<file path="config.mk">
export PLATFORM = sky130hd
export DESIGN_NAME = rfa_register_bank
export DESIGN_NICKNAME = d
export VERILOG_FILES = /design/src/rfa_pkg.sv /design/src/rfa_field_cell.sv /design/src/rfa_reset_seq.sv /design/src/rfa_register_bank.sv
export SDC_FILE = /design/constraint.sdc
export NUM_CORES = 1
export LEC_CHECK = 0
export BUFFER_PORTS_ARGS = -buffer_cell sky130_fd_sc_hd__buf_2
export CAP_MARGIN = 25
export CORE_MARGIN = 2
export CORE_UTILIZATION = 35
export DETAILED_ROUTE_END_ITERATION = 6
export GPL_ROUTABILITY_DRIVEN = 0
export SYNTH_ARGS = -nofsm -noshare
export SYNTH_HDL_FRONTEND = slang
export SYNTH_SLANG_ARGS = --single-unit
</file>
<file path="constraint.sdc">
create_clock -name clk -period 3.1 [get_ports clk]
set_input_delay 0.31 -clock clk [delete_from_list [all_inputs] [get_ports clk]]
set_output_delay 0.31 -clock clk [all_outputs]
set_load 0.01 [all_outputs]
</file>
<file path="src/rfa_pkg.sv">
package rfa_pkg;

  // ************************************************************
  // Access attributes
  // ************************************************************
  typedef enum {
    ATTR_HARDWARE_INITIALISED_FIELD,
    ATTR_RO,
    ATTR_WO,
    ATTR_RW,
    ATTR_W1C,
    ATTR_W1S,
    ATTR_RWS,
    ATTR_STICKY_WRITE_ONE_CLEAR_FIELD,
    ATTR_RSVD
  } rfa_attr_t;

  // ************************************************************
  // Access port geometry
  // ************************************************************
  localparam int unsigned DATA_W    = 32;
  localparam int unsigned ADDR_W    = 4;
  localparam int unsigned NUM_WORDS = 10;

  // ************************************************************
  // Word indices
  // ************************************************************
  localparam logic [ADDR_W-1:0] IDX_STRUCT_PARAMS = 4'h0;
  localparam logic [ADDR_W-1:0] IDX_HW_STATUS     = 4'h1;
  localparam logic [ADDR_W-1:0] IDX_WRITE_ONCE    = 4'h2;
  localparam logic [ADDR_W-1:0] IDX_CONTROL       = 4'h3;
  localparam logic [ADDR_W-1:0] IDX_EVENT         = 4'h4;
  localparam logic [ADDR_W-1:0] IDX_SET_ONLY      = 4'h5;
  localparam logic [ADDR_W-1:0] IDX_STICKY_CTRL   = 4'h6;
  localparam logic [ADDR_W-1:0] IDX_STICKY_EVENT  = 4'h7;
  localparam logic [ADDR_W-1:0] IDX_RESERVED      = 4'h8;
  localparam logic [ADDR_W-1:0] IDX_COMMAND       = 4'h9;

  // ************************************************************
  // Field layout
  // ************************************************************
  localparam int unsigned PORT_COUNT_LSB        = 0;
  localparam int unsigned PORT_COUNT_W          = 8;
  localparam int unsigned CONTROLLER_RESET_FLAG = 0;

  // ************************************************************
  // Per-word attribute, reset value and masks
  // ************************************************************
  localparam rfa_attr_t WORD_ATTR [0:NUM_WORDS-1] = '{
    ATTR_HARDWARE_INITIALISED_FIELD, ATTR_RO, ATTR_WO, ATTR_RW, ATTR_W1C,
    ATTR_W1S, ATTR_RWS, ATTR_STICKY_WRITE_ONE_CLEAR_FIELD, ATTR_RSVD, ATTR_RW
  };
  localparam logic [DATA_W-1:0] WORD_RESET [0:NUM_WORDS-1] = '{
    32'h0000_0000, 32'h0000_0000, 32'h0000_0000, 32'h0000_0000, 32'h0000_0000,
    32'h0000_0000, 32'h0000_0000, 32'h0000_0000, 32'h0000_0000, 32'h0000_0000
  };
  localparam logic [DATA_W-1:0] WORD_RO_MASK [0:NUM_WORDS-1] = '{
    32'h0000_0000, 32'h0000_0000, 32'h0000_0000, 32'hFF00_0000, 32'h0000_0000,
    32'h0000_0000, 32'h0000_0000, 32'h0000_0000, 32'h0000_0000, 32'h0000_0001
  };
  localparam logic [DATA_W-1:0] WORD_RSVD_MASK [0:NUM_WORDS-1] = '{
    32'h0000_0000, 32'h0000_0000, 32'h0000_0000, 32'h0000_0000, 32'h0000_0000,
    32'h0000_0000, 32'h0000_0000, 32'h0000_0000, 32'hFFFF_FFFF, 32'hFFFF_0000
  };
  localparam logic WORD_AUX [0:NUM_WORDS-1] = '{
    1'b0, 1'b0, 1'b0, 1'b0, 1'b0, 1'b0, 1'b1, 1'b1, 1'b0, 1'b0
  };

  // ************************************************************
  // Timing
  // ************************************************************
  localparam int unsigned CLK_PERIOD_PS    = 4000;
  localparam int unsigned CTRL_RESET_NS    = 100;
  localparam int unsigned CTRL_RESET_CYC   = (CTRL_RESET_NS * 1000 + CLK_PERIOD_PS - 1) / CLK_PERIOD_PS;
  localparam int unsigned SYNC_STAGES      = 2;
  localparam int unsigned CNT_W            = 8;

endpackage

</file>
<file path="src/rfa_field_cell.sv">
`timescale 1ns/1ps
module rfa_field_cell #(
  parameter rfa_pkg::rfa_attr_t ATTR      = rfa_pkg::ATTR_RSVD,
  parameter logic [31:0]        RESET_VAL = 32'h0000_0000,
  parameter logic [31:0]        RO_MASK   = 32'h0000_0000,
  parameter logic [31:0]        RSVD_MASK = 32'h0000_0000,
  parameter logic               AUX       = 1'b0
) (
  input  wire logic        clk,
  input  wire logic        reset_n,
  input  wire logic        wr_stb,
  input  wire logic [31:0] wr_data,
  input  wire logic [31:0] hw_val,
  input  wire logic [31:0] hw_set,
  input  wire logic        init_load,
  input  wire logic [31:0] init_val,
  input  wire logic        ctrl_rst,
  input  wire logic        hot_rst,
  input  wire logic        warm_rst,
  input  wire logic        cold_rst,
  input  wire logic        aux_en,
  output logic      [31:0] q,
  output logic             discard
);

  logic [31:0] q_ff;
  logic [31:0] nxt_q;
  logic        locked_ff;
  logic [31:0] wmask;
  logic        keep;
  logic        plain_rst;

  assign wmask     = wr_stb ? (wr_data & ~RO_MASK) : 32'h0000_0000;
  assign keep      = AUX & aux_en;
  assign plain_rst = ctrl_rst | hot_rst | warm_rst | cold_rst;

  // ************************************************************
  // Next value by attribute
  // ************************************************************
  always_comb begin
    nxt_q = q_ff;
    case (ATTR)
      rfa_pkg::ATTR_HARDWARE_INITIALISED_FIELD: if (init_load) nxt_q = init_val;
      rfa_pkg::ATTR_RO:     nxt_q = hw_val;
      rfa_pkg::ATTR_WO:     if (wr_stb && !locked_ff) nxt_q = wr_data;
      rfa_pkg::ATTR_RW: begin
        if (plain_rst) nxt_q = RESET_VAL;
        else if (wr_stb) nxt_q = wr_data;
        nxt_q = (nxt_q & ~RO_MASK) | (hw_val & RO_MASK);
      end
      rfa_pkg::ATTR_W1C: begin
        if (plain_rst) nxt_q = RESET_VAL;
        else nxt_q = (q_ff & ~wmask) | hw_set;
      end
      // Hardware clear loses to a software set in the same cycle
      rfa_pkg::ATTR_W1S: begin
        if (plain_rst) nxt_q = RESET_VAL;
        else nxt_q = (q_ff & ~hw_set) | wmask;
      end
      rfa_pkg::ATTR_RWS: begin
        if (hot_rst && !keep) nxt_q = RESET_VAL;
        else if (wr_stb) nxt_q = wr_data;
      end
      rfa_pkg::ATTR_STICKY_WRITE_ONE_CLEAR_FIELD: begin
        if ((warm_rst || cold_rst) && !keep) nxt_q = RESET_VAL;
        else nxt_q = (q_ff & ~wmask) | hw_set;
      end
      default:              nxt_q = 32'h0000_0000;
    endcase
    nxt_q = nxt_q & ~RSVD_MASK;
  end

  always_ff @(posedge clk) begin
    if (!reset_n) q_ff <= RESET_VAL & ~RSVD_MASK;
    else          q_ff <= nxt_q;
  end

  // Lock survives every reset but power-up
  always_ff @(posedge clk) begin
    if (!reset_n) locked_ff <= 1'b0;
    else if (ATTR == rfa_pkg::ATTR_WO && wr_stb) locked_ff <= 1'b1;
  end

  assign q       = q_ff;
  assign discard = wr_stb && (ATTR == rfa_pkg::ATTR_RO || ATTR == rfa_pkg::ATTR_HARDWARE_INITIALISED_FIELD ||
                              ATTR == rfa_pkg::ATTR_RSVD ||
                              (ATTR == rfa_pkg::ATTR_WO && locked_ff));

endmodule // rfa_field_cell

</file>
<file path="src/rfa_reset_seq.sv">
`timescale 1ns/1ps
module rfa_reset_seq (
  input  wire logic clk,
  input  wire logic reset_n,
  input  wire logic start,
  output logic      ctrl_rst,
  output logic      busy,
  output logic      init_load
);

  typedef enum {ST_SETTLE, ST_RESET, ST_LOAD, ST_IDLE} rfa_seq_t;

  localparam logic [rfa_pkg::CNT_W-1:0] RST_LAST  = rfa_pkg::CNT_W'(rfa_pkg::CTRL_RESET_CYC - 1);
  localparam logic [rfa_pkg::CNT_W-1:0] SYNC_LAST = rfa_pkg::CNT_W'(rfa_pkg::SYNC_STAGES);

  rfa_seq_t                   state_ff;
  logic [rfa_pkg::CNT_W-1:0]  cnt_ff;

  // ************************************************************
  // Sequencer
  // ************************************************************
  // Settle first so the synchronised straps are valid before loading
  always_ff @(posedge clk) begin
    if (!reset_n) state_ff <= ST_SETTLE;
    else begin
      case (state_ff)
        ST_SETTLE: if (cnt_ff == SYNC_LAST) state_ff <= ST_LOAD;
        ST_IDLE:   if (start) state_ff <= ST_RESET;
        ST_RESET:  if (cnt_ff == RST_LAST) state_ff <= ST_LOAD;
        ST_LOAD:   state_ff <= ST_IDLE;
        default:   state_ff <= ST_IDLE;
      endcase
    end
  end

  always_ff @(posedge clk) begin
    if (!reset_n) cnt_ff <= '0;
    else if (state_ff == ST_SETTLE || state_ff == ST_RESET) cnt_ff <= cnt_ff + 1'b1;
    else cnt_ff <= '0;
  end

  assign ctrl_rst  = (state_ff == ST_RESET);
  assign init_load = (state_ff == ST_LOAD);
  assign busy      = (state_ff != ST_IDLE);

endmodule // rfa_reset_seq

</file>
<file path="src/rfa_register_bank.sv">
`timescale 1ns/1ps
// Summary of operation
// Hardware-initialised fields load once, reload on controller reset
// Read-only fields ignore writes, follow hardware
// Write-once fields take first write only
// Read-write fields store writes; read-only bits excepted
// Write one clears status bit; zero ignored
// Write one sets bit; zero ignored
// Sticky read-write changes only by write, hot reset
// Sticky status clears on one; hot reset ignored
// Aux-powered sticky fields survive hot, warm, cold
// Reserved bits read zero, writes have no effect
// Software treats reserved space as read-only
// Structural parameters report usable root port count
// Controller reset flag write starts controller reset
// Discarded writes still complete without error
module rfa_register_bank (
  input  wire logic                        clk,
  input  wire logic                        reset_n,
  input  wire logic                        hot_reset,
  input  wire logic                        warm_reset,
  input  wire logic                        cold_reset,
  input  wire logic                        aux_pwr_en,
  input  wire logic [7:0]                  port_count_strap,
  input  wire logic [31:0]                 rom_init_data,
  input  wire logic [31:0]                 hw_status,
  input  wire logic [31:0]                 hw_event,
  input  wire logic [31:0]                 sticky_event,
  input  wire logic [31:0]                 hw_clear,
  input  wire logic                        acc_wr_en,
  input  wire logic                        acc_rd_en,
  input  wire logic [rfa_pkg::ADDR_W-1:0]  acc_addr,
  input  wire logic [31:0]                 acc_wr_data,
  output logic      [31:0]                 acc_rd_data,
  output logic                             acc_rd_valid,
  output logic                             acc_wr_done,
  output logic                             acc_wr_discard,
  output logic                             ctrl_reset_active,
  output logic      [31:0]                 control_out,
  output logic      [31:0]                 sticky_control_out
);

  localparam int unsigned NW = rfa_pkg::NUM_WORDS;

  // ************************************************************
  // Strap synchroniser
  // ************************************************************
  logic [7:0] strap_meta_ff;
  logic [7:0] strap_sync_ff;

  always_ff @(posedge clk) begin
    if (!reset_n) begin
      strap_meta_ff <= 8'h00;
      strap_sync_ff <= 8'h00;
    end else begin
      strap_meta_ff <= port_count_strap;
      strap_sync_ff <= strap_meta_ff;
    end
  end

  // ************************************************************
  // Controller reset sequencing
  // ************************************************************
  logic ctrl_rst;
  logic seq_busy;
  logic init_load;
  logic flag_start;

  // A new flag write while a reset is running is absorbed by it
  assign flag_start = acc_wr_en && (acc_addr == rfa_pkg::IDX_COMMAND) &&
                      acc_wr_data[rfa_pkg::CONTROLLER_RESET_FLAG];

  rfa_reset_seq u_reset_seq (
    .clk       (clk),
    .reset_n   (reset_n),
    .start     (flag_start),
    .ctrl_rst  (ctrl_rst),
    .busy      (seq_busy),
    .init_load (init_load)
  );

  // ************************************************************
  // Initial value of the structural parameters
  // ************************************************************
  logic [31:0] struct_init;

  always_comb begin
    struct_init = rom_init_data;
    struct_init[rfa_pkg::PORT_COUNT_LSB +: rfa_pkg::PORT_COUNT_W] = strap_sync_ff;
  end

  // ************************************************************
  // Field words
  // ************************************************************
  logic [31:0] word_q   [NW];
  logic [NW-1:0] word_discard;
  logic [NW-1:0] word_sel;

  genvar gi;
  generate
    for (gi = 0; gi < NW; gi++) begin : g_word
      localparam rfa_pkg::rfa_attr_t A = rfa_pkg::WORD_ATTR[gi];
      logic [31:0] hw_val_w;
      logic [31:0] hw_set_w;

      assign word_sel[gi] = (acc_addr == rfa_pkg::ADDR_W'(gi));

      // The command word reflects the busy reset sequencer (settle, reset or load) in its flag bit
      if (gi == rfa_pkg::IDX_COMMAND) begin : g_cmd
        assign hw_val_w = {hw_status[31:1], seq_busy};
      end else begin : g_plain
        assign hw_val_w = hw_status;
      end

      if (A == rfa_pkg::ATTR_W1C) begin : g_ev
        assign hw_set_w = hw_event;
      end else if (A == rfa_pkg::ATTR_STICKY_WRITE_ONE_CLEAR_FIELD) begin : g_sev
        assign hw_set_w = sticky_event;
      end else begin : g_clr
        assign hw_set_w = hw_clear;
      end

      rfa_field_cell #(
        .ATTR      (A),
        .RESET_VAL (rfa_pkg::WORD_RESET[gi]),
        .RO_MASK   (rfa_pkg::WORD_RO_MASK[gi]),
        .RSVD_MASK (rfa_pkg::WORD_RSVD_MASK[gi]),
        .AUX       (rfa_pkg::WORD_AUX[gi])
      ) u_cell (
        .clk       (clk),
        .reset_n   (reset_n),
        .wr_stb    (acc_wr_en && word_sel[gi]),
        .wr_data   (acc_wr_data),
        .hw_val    (hw_val_w),
        .hw_set    (hw_set_w),
        .init_load (init_load),
        .init_val  (struct_init),
        .ctrl_rst  (ctrl_rst),
        .hot_rst   (hot_reset),
        .warm_rst  (warm_reset),
        .cold_rst  (cold_reset),
        .aux_en    (aux_pwr_en),
        .q         (word_q[gi]),
        .discard   (word_discard[gi])
      );
    end
  endgenerate

  // ************************************************************
  // Read port
  // ************************************************************
  // Unmapped indices read zero like reserved space
  always_ff @(posedge clk) begin
    if (!reset_n) acc_rd_data <= 32'h0000_0000;
    else if (acc_rd_en && (acc_addr < rfa_pkg::ADDR_W'(NW))) acc_rd_data <= word_q[acc_addr];
    else if (acc_rd_en) acc_rd_data <= 32'h0000_0000;
  end

  always_ff @(posedge clk) begin
    if (!reset_n) acc_rd_valid <= 1'b0;
    else          acc_rd_valid <= acc_rd_en;
  end

  // ************************************************************
  // Write completion
  // ************************************************************
  // Every write completes, whatever the field did with it
  always_ff @(posedge clk) begin
    if (!reset_n) acc_wr_done <= 1'b0;
    else          acc_wr_done <= acc_wr_en;
  end

  always_ff @(posedge clk) begin
    if (!reset_n) acc_wr_discard <= 1'b0;
    else acc_wr_discard <= acc_wr_en && ((|word_discard) || (acc_addr >= rfa_pkg::ADDR_W'(NW)));
  end

  // ************************************************************
  // Control outputs
  // ************************************************************
  always_ff @(posedge clk) begin
    if (!reset_n) begin
      control_out        <= 32'h0000_0000;
      sticky_control_out <= 32'h0000_0000;
    end else begin
      control_out        <= word_q[rfa_pkg::IDX_CONTROL];
      sticky_control_out <= word_q[rfa_pkg::IDX_STICKY_CTRL];
    end
  end

  assign ctrl_reset_active = ctrl_rst;

endmodule // rfa_register_bank

</file>
==> metrics.md, run 1 <==
| Metric | Value |
|---|---|
| Worst slew pin tran | 1048 ps |
| VDD IR max | 0.3667 mV |
| Crit Path Category | reg2reg |
| Place WS | 663.3 ps |
| Async S/R FF share, synth | 0 |
| Crit path capture | g_word[9].u_cell.q[14] |
| Drt first pass iters | 5 |
| Vias/cell | 5.119 |
| Post-route cell area | 19490 um^2 |
| Longest individual stage delay on the worst path | 790 ps |
| Largest net degree at the start of global routing | 80 |
| Final setup fails | 0 |
| Clk sinks | 390 |
| First-pass GRT wire length | 76370 um |
| Tmin final | 1997 ps |
| Critical path origin | u_reset_seq.state_ff[0] |
| Final Max Tran Viols | 0 |
| Commonest cells post-synth | dfxtp_1 (390), nand2_1 (259), a21oi_1 (163), mux2i_1 (135), nor2_1 (129) |
| Die Ht | 210.6 um |
| Critical path depth | 4 |
| Worst Skew | 17.19 ps |
| H-tree levels | 2 |
| Crit-path slowest cell | buf_4 |
| Max clock buf depth | 3 |
| Worst hold slack | 26.78 ps |
| Worst Reg-to-Reg Cells | 4 |
| Area grow syn2layout | 30.54% |
| Met2 wire len | 23720 um |
| Full die area | 44330 um^2 |
| Critical Path Sink Type | flop |
| RSZ-0062 raised after global routing | no |
| Pleak | 8.003 nW |
| Port Buffer Count | 303 |
| DRC violations left | 0 |
| Post-synthesis sequential area ratio | 0.5228 |
| Crit path launch type | flop |
| NumNets Final | 2219 |
| CP required | 3480 ps |
| Post-synth EDFFs | 0 |
| PD cells | 607.0 nW/um^2 |
| Fraction of layout cells with a size suffix above 1 | 0.2055 |
| Reg-to-reg endpoint | g_word[9].u_cell.q[14] |
| Hold-fix buffers, CTS | 108 |
| Post-cts sizing count | 0 |
| GRT Overall Usage | 0.2243 |
| CORE AREA | 42040 um^2 |
| Post-DP Area | 17000 um^2 |
| Slew margin rel. | 0.3012 |
| Final WL | 50690 um |
| Starting Density | 0.3552 |
| Top Ports | 312 |
| WL met1 | 22580 um |
| Largest cells by area after synthesis | dfxtp_1 (52%), mux2i_1 (9.0%), nand2_1 (6.5%), a21oi_1 (5.5%), and2_1 (4.9%) |
| Yosys warns | 0 |
| Skew-Pair Late Insertion Delay | 560 ps |
| Via count | 13180 |
| CP cell instances | nand2b_1 -> nand4_1 -> buf_4 -> nor2_1 |
| Buf/Inv on CP | 1 |
| Worst-path fanout max | 79 |
| Reg clk slew, reported paths | 60 ps |
| Seq cells post-synth | 390 |
| Syn avg cell area | 9.100 um^2 |
| Initial antenna violation count | 3 |
| WP data arrival | 2380 ps |
| R2R Path Start | u_reset_seq.state_ff[0] |
| Synth Flop Type | dfxtp_1 |
| Status | finished clean |
| Syn nets | 1856 |
| Die width | 210.6 um |
| Fin. Hold Viols | 0 |
| CTS tree | built |
| Post-Synthesis Cells | 1641 |
| Setup Fix Bufs, Post-CTS | 0 |
| Max-Cap Viols | 0 |
| Crit path max-delay family | buffers and inverters |
| Yosys cell types | 43 |
| Final period util | 0.6440 |
| Setup Total Neg Slack | 0 ps |
| Metal3 WL | 3000 um |
| Hold Path Class | in2reg |
| Routed wire per std cell | 19.69 um |
| Yosys top cell area share | 0.5228 |
| Congestion Overflow GR | 0 |
| Max Used Layer | met5 |
| CTS Buf Count | 43 |
| Post-Syn Area | 14930 um^2 |
| # rows | 75 |
| Final ANT Viol Nets | 0 |
| Clk root buf | clkbuf_16 |
| Leading cell type by number of instances after synthesis | dfxtp_1 |
| Final setup margin | 1103 ps |
| DR iter-0 viols | 952 |
| F_max | 500.9 MHz |
| Reg2reg setup slack | 1100 ps |
| Half-perimeter wire length after placement | 32590 um |
| Number of global-route vias before repair | 13110 |
| Yosys top cell by area | dfxtp_1 |
==> metrics by stage <==
| stage | instances | power (mW) | utilization |
|---|---|---|---|
| floorplan | 1641 | 6.115 | - |
| global placement | 2389 | 6.636 | 0.4036 |
| detailed placement | 2390 | 6.673 | 0.4043 |
| CTS | 2573 | 11.93 | 0.4636 |
| global route | 2574 | 12.27 | 0.4637 |
| finish | 2574 | 11.83 | 0.4637 |
==> placed cells by master (no fill, tap or decap), types with 5 or more instances in the layout <==
cell / synthesis / final
dfxtp_1: 390 / 390
inv_1: 7 / 7
buf_12: 0 / 5
a22oi_1: 72 / 72
nand3_1: 84 / 84
a21boi_0: 35 / 35
nor2_1: 129 / 126
dlygate4sd3_1: 0 / 108
clkbuf_16: 0 / 43
clkinv_2: 0 / 5
nand2_1: 259 / 259
a21boi_1: 30 / 30
and2_1: 117 / 115
bufinv_16: 0 / 5
clkbuf_1: 67 / 12
buf_4: 8 / 25
clkbuf_8: 0 / 5
buf_2: 44 / 301
a21oi_1: 163 / 163
a32o_1: 16 / 16
mux2i_1: 135 / 135
nor2b_1: 38 / 34
==> state kept, by name (all words and copies together) (netlist names) <==
| register | count |
|---|---|
| acc_rd_valid | 1 |
| acc_wr_done | 1 |
| g_word.u_cell.q | 264 |
| sticky_control_out | 32 |
| control_out | 32 |
| acc_rd_data | 32 |
| strap_meta_ff | 8 |
| strap_sync_ff | 8 |
| g_word.u_cell.locked_ff | 1 |
| u_reset_seq.state_ff | 2 |
| acc_wr_discard | 1 |
| u_reset_seq.cnt_ff | 8 |
==> per-layer routing <==
layer,up-vias,global-route usage
met3,90,0.04291
met5,-,0
met2,466,0.3735
li1,6278,-
met1,6338,0.2908
met4,4,0.07771
==> power breakdown <==
part	total [mW]	switching [mW]	internal, mW	leakage [nW]
combinational	1.31	0.790	0.522	4.14
clock	5.17	2.06	3.10	0.690
sequential	5.35	0.129	5.23	3.17
==> layout make-up <==
cell class | instances | area (um^2)
flip-flops and latches | 390 | 7807
clock buffers | 60 | 1190
fillers | 4005 | 22550
multi-input cells | 1121 | 6654
well taps | 539 | 674.4
diodes | 1 | 2.502
inverters | 7 | 26.28
repair buffers | 441 | 2914
clock inverters | 15 | 225.2
==> worst reg2reg max path: stages, from the launching register on <==
cell and delay, ps:
dfxtp_1 470, nand2b_1 170, nand4_1 180, buf_4 790
nor2_1 220
==> worst min path at each step <==
stage | from | end | slack, ps | depth (start not counted)
after global placement | strap_meta_ff[4] | strap_sync_ff[4] | 420 | 1
after floorplan | strap_meta_ff[0] | strap_sync_ff[0] | 410 | 1
after CTS | rom_init_data[12] | g_word[0].u_cell.q[12] | 0.09 | 3
after global routing | rom_init_data[21] | g_word[0].u_cell.q[21] | 20 | 3
final | rom_init_data[12] | g_word[0].u_cell.q[12] | 30 | 3
after detailed placement | strap_meta_ff[4] | strap_sync_ff[4] | 420 | 1
==> cell families after synthesis <==
kind of cell | share of synthesized area
compound gates | 0.1384
xor+xnor | 0.002346
fa+ha+maj | 0.002514
buf+inv | 0.03888
flops | 0.5228
mux | 0.09049
simple gates | 0.2045
Note: power is estimated with default switching activity, not from simulation.
==> run 2: changes to the inputs <==
==> constraint.sdc (replaced) <==
create_clock -name clk -period 2 [get_ports clk]
set_input_delay 0.2 -clock clk [delete_from_list [all_inputs] [get_ports clk]]
set_output_delay 0.2 -clock clk [all_outputs]
set_load 0.01 [all_outputs]
==> run 2 against run 1 <==
Against the previous run: sequential power rose by 55%; combinational power grew 78%; sequential share of layout area shrank 2.7 points; die area is the same; wire length rose by 4.8%; final cell count increased by 5.3%; utilization rose by 3.4 points; critical path type is now in2reg; first-iteration DRC count rose by 4.5%; clock power rose by 53%; worst setup slack worse by 1100 ps; largest power group unchanged; critical path depth increased by 4; highest routed layer unchanged; register-to-register slack lost 690 ps.
==> metrics.md, run 2 (synthesized netlist as in run 1, its figures left out) <==
| Metric | Value |
|---|---|
| Worst slew pin tran | 648.0 ps |
| Reg2reg setup slack | 410 ps |
| CTS Buf Count | 43 |
| Critical Path Sink Type | flop |
| Status | finished clean |
| Crit Path Category | in2reg |
| Comb pwr share | 0.126 |
| CP cell instances | dlygate4sd3_1 -> buf_2 -> and3b_4 -> buf_6 -> nand3_1 -> a21oi_1 -> dlygate4sd3_1 -> nor2_1 |
| Final period util | 0.9989 |
| Congestion Overflow GR | 0 |
| Commonest non-fill, non-tap cell in the layout | dfxtp_1 |
| Slew margin rel. | 0.5680 |
| R2R Path Start | u_reset_seq.state_ff[1] |
| NumNets Final | 2354 |
| Full die area | 44330 um^2 |
| Routed wire per std cell | 19.59 um |
| # rows | 75 |
| Setup Fix Bufs, Post-CTS | 0 |
| Cell seen most often among critical-path stages | dlygate4sd3_1 |
| PD cells | 887.5 nW/um^2 |
| Crit path launch type | input port |
| Port Buffer Count | 303 |
| Reg-to-reg endpoint | g_word[3].u_cell.q[18] |
| Longest individual stage delay on the worst path | 580 ps |
| Via count | 13820 |
| Setup Total Neg Slack | 0 ps |
| Starting Density | 0.3552 |
| Die Ht | 210.6 um |
| Post-route cell area | 20900 um^2 |
| Worst Reg-to-Reg Cells | 4 |
| Pleak | 8.604 nW |
| GRT Overall Usage | 0.2358 |
| Tmin final | 1998 ps |
| Worst-path fanout max | 20 |
| Crit-path slowest cell | dlygate4sd3_1 |
| Vias/cell | 5.099 |
| Post-DP Area | 17170 um^2 |
| Top Ports | 312 |
| First-pass GRT wire length | 80430 um |
| Area grow syn2layout | 39.97% |
| WHS Endpoint | g_word[1].u_cell.q[4] |
| Worst Skew | 13.81 ps |
| CTS tree | built |
| CORE AREA | 42040 um^2 |
| Max reg flops | 264 |
| DRC violations left | 0 |
| Final setup fails | 0 |
| Clk sinks | 390 |
| Crit path max-delay family | buffers and inverters |
| Largest net degree at the start of global routing | 104 |
| Fin. Hold Viols | 0 |
| P_sw | 4.727 mW |
| Max-Cap Viols | 0 |
| Initial antenna violation count | 4 |
| Die width | 210.6 um |
| Sw Ratio | 0.2548 |
| Total power | 18.55 mW |
| Fraction of layout cells with a size suffix above 1 | 0.1992 |
| Hold_sp | reset_n |
| WP data arrival | 2430 ps |
| Final WL | 53120 um |
| Buf/Inv on CP | 4 |
| CP required | 2430 ps |
| Skew-Pair Late Insertion Delay | 570 ps |
| RSZ-0062 raised after global routing | no |
| Clock power share | 0.427 |
| Worst hold slack | 39.33 ps |
| H-tree levels | 2 |
| Commonest non-fill, non-tap cells in the layout | dfxtp_1 (390), buf_2 (301), nand2_1 (259) |
| Drt first pass iters | 7 |
| VDD IR max | 0.7318 mV |
| Reg clk slew, reported paths | 60 ps |
| P_int | 13.82 mW |
| Sequential Power Share | 0.447 |
| Half-perimeter wire length after placement | 32340 um |
| Critical path origin | acc_wr_en |
| Clk root buf | clkbuf_16 |
| Number of global-route vias before repair | 13850 |
| Max clock buf depth | 3 |
| Hold path cells | 2 |
| F_max | 500.5 MHz |
| Final Max Tran Viols | 0 |
| Final ANT Viol Nets | 0 |
| Hold Path Class | in2reg |
| Final Util | 0.4972 |
| DR iter-0 viols | 995 |
## run 2: changes by cell type in the layout (fill, tap and decap cells not counted), sizes merged
cell,before,now
dlygate4sd3,108,230
buf,333,346
clkbuf,60,64
bufinv,5,2
clkinv,7,5
clkinvlp,1,3
diode,1,3
inv,9,8
## run 2: worst max-delay path by stage
stage	endpoint	depth (start not counted)
floorplan	g_word[4].u_cell.q[10]	5
global placement	acc_rd_data[6]	7
detailed placement	acc_rd_data[6]	7
CTS	g_word[5].u_cell.q[1]	8
global route	g_word[7].u_cell.q[27]	8
finish	g_word[7].u_cell.q[27]	8
## run 2: area by class of cell
class,count,area (um^2)
fill,3830,21140
sequential,390,7807
multi-input combinational,1121,6654
timing repair buffer,576,4328
clock buffer,64,1277
tap,539,674.4
clock inverter,11,127.6
inverter,7,26.28
antenna,3,7.507
## run 2: power groups by stage
stage / Sequential [mW] / Clock, mW / Combinational, mW
finish: 8.30 / 7.92 / 2.33
global route: 8.34 / 8.40 / 2.53
CTS: 8.30 / 8.06 / 2.31
detailed placement: 8.47 / 0 / 1.94
global placement: 8.45 / 0 / 1.92
floorplan: 8.42 / 0 / 1.06
## run 2: timing repair
item                                    4_1_cts  5_1_grt
resized for setup                             0        4
endpoints found under the setup margin        0       11
hold buffers                                230        0
endpoints found under the hold margin       259        0
## run 2: layer usage
layer	wire, um	vias up	part of all wire	global-route usage
li1	-	6554	-	-
met1	23000	6609	0.43	0.3041
met2	25210	540	0.47	0.3958
met3	3245	119	0.061	0.04038
met4	1662	2	0.031	0.08694
met5	13	-	0.00024	0
## run 2: stage by stage
step	cells	setup WS (ps)
floorplan	1641	607.6
global placement	2403	256.2
detailed placement	2403	235.3
CTS	2708	5.322
global route	2711	2.673
finish	2711	2.136
==> run 3: changes to the inputs <==
--- a/config.mk
+++ b/config.mk
@@ -7,10 +7,13 @@
 export LEC_CHECK = 0
 export BUFFER_PORTS_ARGS = -buffer_cell sky130_fd_sc_hd__buf_2
 export CAP_MARGIN = 25
+export CELL_PAD_IN_SITES_DETAIL_PLACEMENT = 1
+export CELL_PAD_IN_SITES_GLOBAL_PLACEMENT = 2
 export CORE_MARGIN = 2
-export CORE_UTILIZATION = 35
+export CORE_UTILIZATION = 33
 export DETAILED_ROUTE_END_ITERATION = 6
 export GPL_ROUTABILITY_DRIVEN = 0
+export PLACE_DENSITY_LB_ADDON = 0.1
 export SYNTH_ARGS = -nofsm -noshare
 export SYNTH_HDL_FRONTEND = slang
 export SYNTH_SLANG_ARGS = --single-unit
==> run 3 against run 2 <==
Against the previous run: die area up 5.9%; clock skew up 6.4 ps; design area up 0.53%; wire length up 11%; first-iteration DRC count down 31%; worst setup slack better by 200 ps; critical path depth down 3; fmax up 11%; worst hold slack better by 27 ps; via count up 0.20%; non-clock buffer count up 5; sequential power about the same.
==> metrics.md, run 3 (synthesized netlist as in run 1, its figures left out) <==
| Metric | Value |
|---|---|
| Die Ht | 216.7 um |
| Die width | 216.7 um |
| Commonest non-fill, non-tap cells in the layout | dfxtp_1 (390), buf_2 (301), nand2_1 (259) |
| VDD IR max | 0.5528 mV |
| Final period util | 0.8997 |
| GRT Overall Usage | 0.2491 |
| Skew-Pair Late Insertion Delay | 570 ps |
| Area grow syn2layout | 40.72% |
| Reg area | 7807 um^2 |
| RSZ-0062 raised after global routing | no |
| DR iter-0 viols | 687 |
| Worst hold slack | 66.09 ps |
| Footprint of the multi-input gates | 6654 um^2 |
| Final setup fails | 0 |
| Worst Skew | 20.22 ps |
| Final Max Tran Viols | 0 |
| Largest net degree at the start of global routing | 70 |
| Crit path launch type | flop |
| Setup Total Neg Slack | 0 ps |
| F_max | 555.7 MHz |
| WP data arrival | 2300 ps |
| Port Buffer Count | 303 |
| Slew margin rel. | 0.5585 |
| Hold Path Class | in2reg |
| H-tree levels | 2 |
| Worst slew pin tran | 662.3 ps |
| Starting Density | 0.3362 |
| # rows | 77 |
| CTS tree | built |
| Clk sinks | 390 |
| Final ANT Viol Nets | 0 |
| Reg clk slew, reported paths | 60 ps |
| Hold-fix buffers, CTS | 224 |
| Half-perimeter wire length after placement | 37200 um |
| Fin. Hold Viols | 0 |
| Fraction of layout cells with a size suffix above 1 | 0.2048 |
| Post-cts sizing count | 0 |
| Layout fillers | 5103 |
| Drt first pass iters | 5 |
| Setup Fix Bufs, Post-CTS | 0 |
| Critical Path Sink Type | flop |
| Number of global-route vias before repair | 14680 |
| Vias/cell | 4.999 |
| Full die area | 46970 um^2 |
| DRC violations left | 0 |
| Clk root buf | clkbuf_16 |
| Crit Path Category | reg2reg |
| Total power | 18.83 mW |
| First-pass GRT wire length | 88780 um |
| NumNets Final | 2362 |
| PD cells | 896.0 nW/um^2 |
| Max-Cap Viols | 0 |
| Pleak | 8.672 nW |
| Status | finished clean |
| Initial antenna violation count | 4 |
| CTS Buf Count | 46 |
| Final WL | 58900 um |
| Congestion Overflow GR | 0 |
| CORE AREA | 44410 um^2 |
| Max reg flops | 264 |
| Top Ports | 312 |
| Routed wire per std cell | 21.25 um |
| Tmin final | 1799 ps |
| CP required | 2500 ps |
| Worst-path fanout max | 32 |
| Via count | 13850 |
| Commonest non-fill, non-tap cell in the layout | dfxtp_1 |
| Max clock buf depth | 3 |
## run 3: final timing paths
| check | depth (start not counted) | startpoint | to | slack, ps |
|---|---|---|---|---|
| hold reg to reg | 1 | strap_meta_ff[5] | strap_sync_ff[5] | 430 |
| hold / removal | 3 | acc_rd_en | acc_rd_valid | 70 |
| setup / recovery | 5 | u_reset_seq.state_ff[0] | g_word[0].u_cell.q[27] | 200 |
| setup reg to reg | 5 | u_reset_seq.state_ff[0] | g_word[0].u_cell.q[27] | 200 |
## run 3: routing by layer
metal | up-vias | track usage | wire, um
met4 | 2 | 0.07648 | 1433
met1 | 6841 | 0.3171 | 25540
met5 | - | 0 | 13
li1 | 6563 | - | -
met2 | 350 | 0.4353 | 29080
met3 | 95 | 0.03537 | 2831
## run 3: metrics by stage
stage,utilization,instances,area [um^2],worst slack [ps]
finish,0.4731,2771,21010,200.6
floorplan,-,1641,14930,607.6
CTS,0.4731,2770,21010,213.4
global placement,0.3901,2467,17330,254.0
global route,0.4731,2770,21010,107.0
detailed placement,0.3901,2467,17330,219.5
## run 3: final cells by class
class,count,share of cell area
well taps,592,0.03525
flip-flops and latches,390,0.3715
clock buffers,70,0.06639
diodes,1,0.0001191
repair buffers,581,0.2065
clock inverters,9,0.002322
inverters,7,0.001250
multi-input cells,1121,0.3166
## run 3: critical path, stage by stage, from the launching register on
cell           delay, ps
dfxtp_1              490
nand2b_2             210
buf_12               240
nand2_1               70
a21boi_0             150
dlygate4sd3_1        570
## run 3: where the power goes
part	switching (mW)	leakage (nW)	internal (mW)	total, mW
combinational	1.39	4.78	1.08	2.47
sequential	0.188	3.17	8.10	8.29
clock	3.29	0.719	4.78	8.07
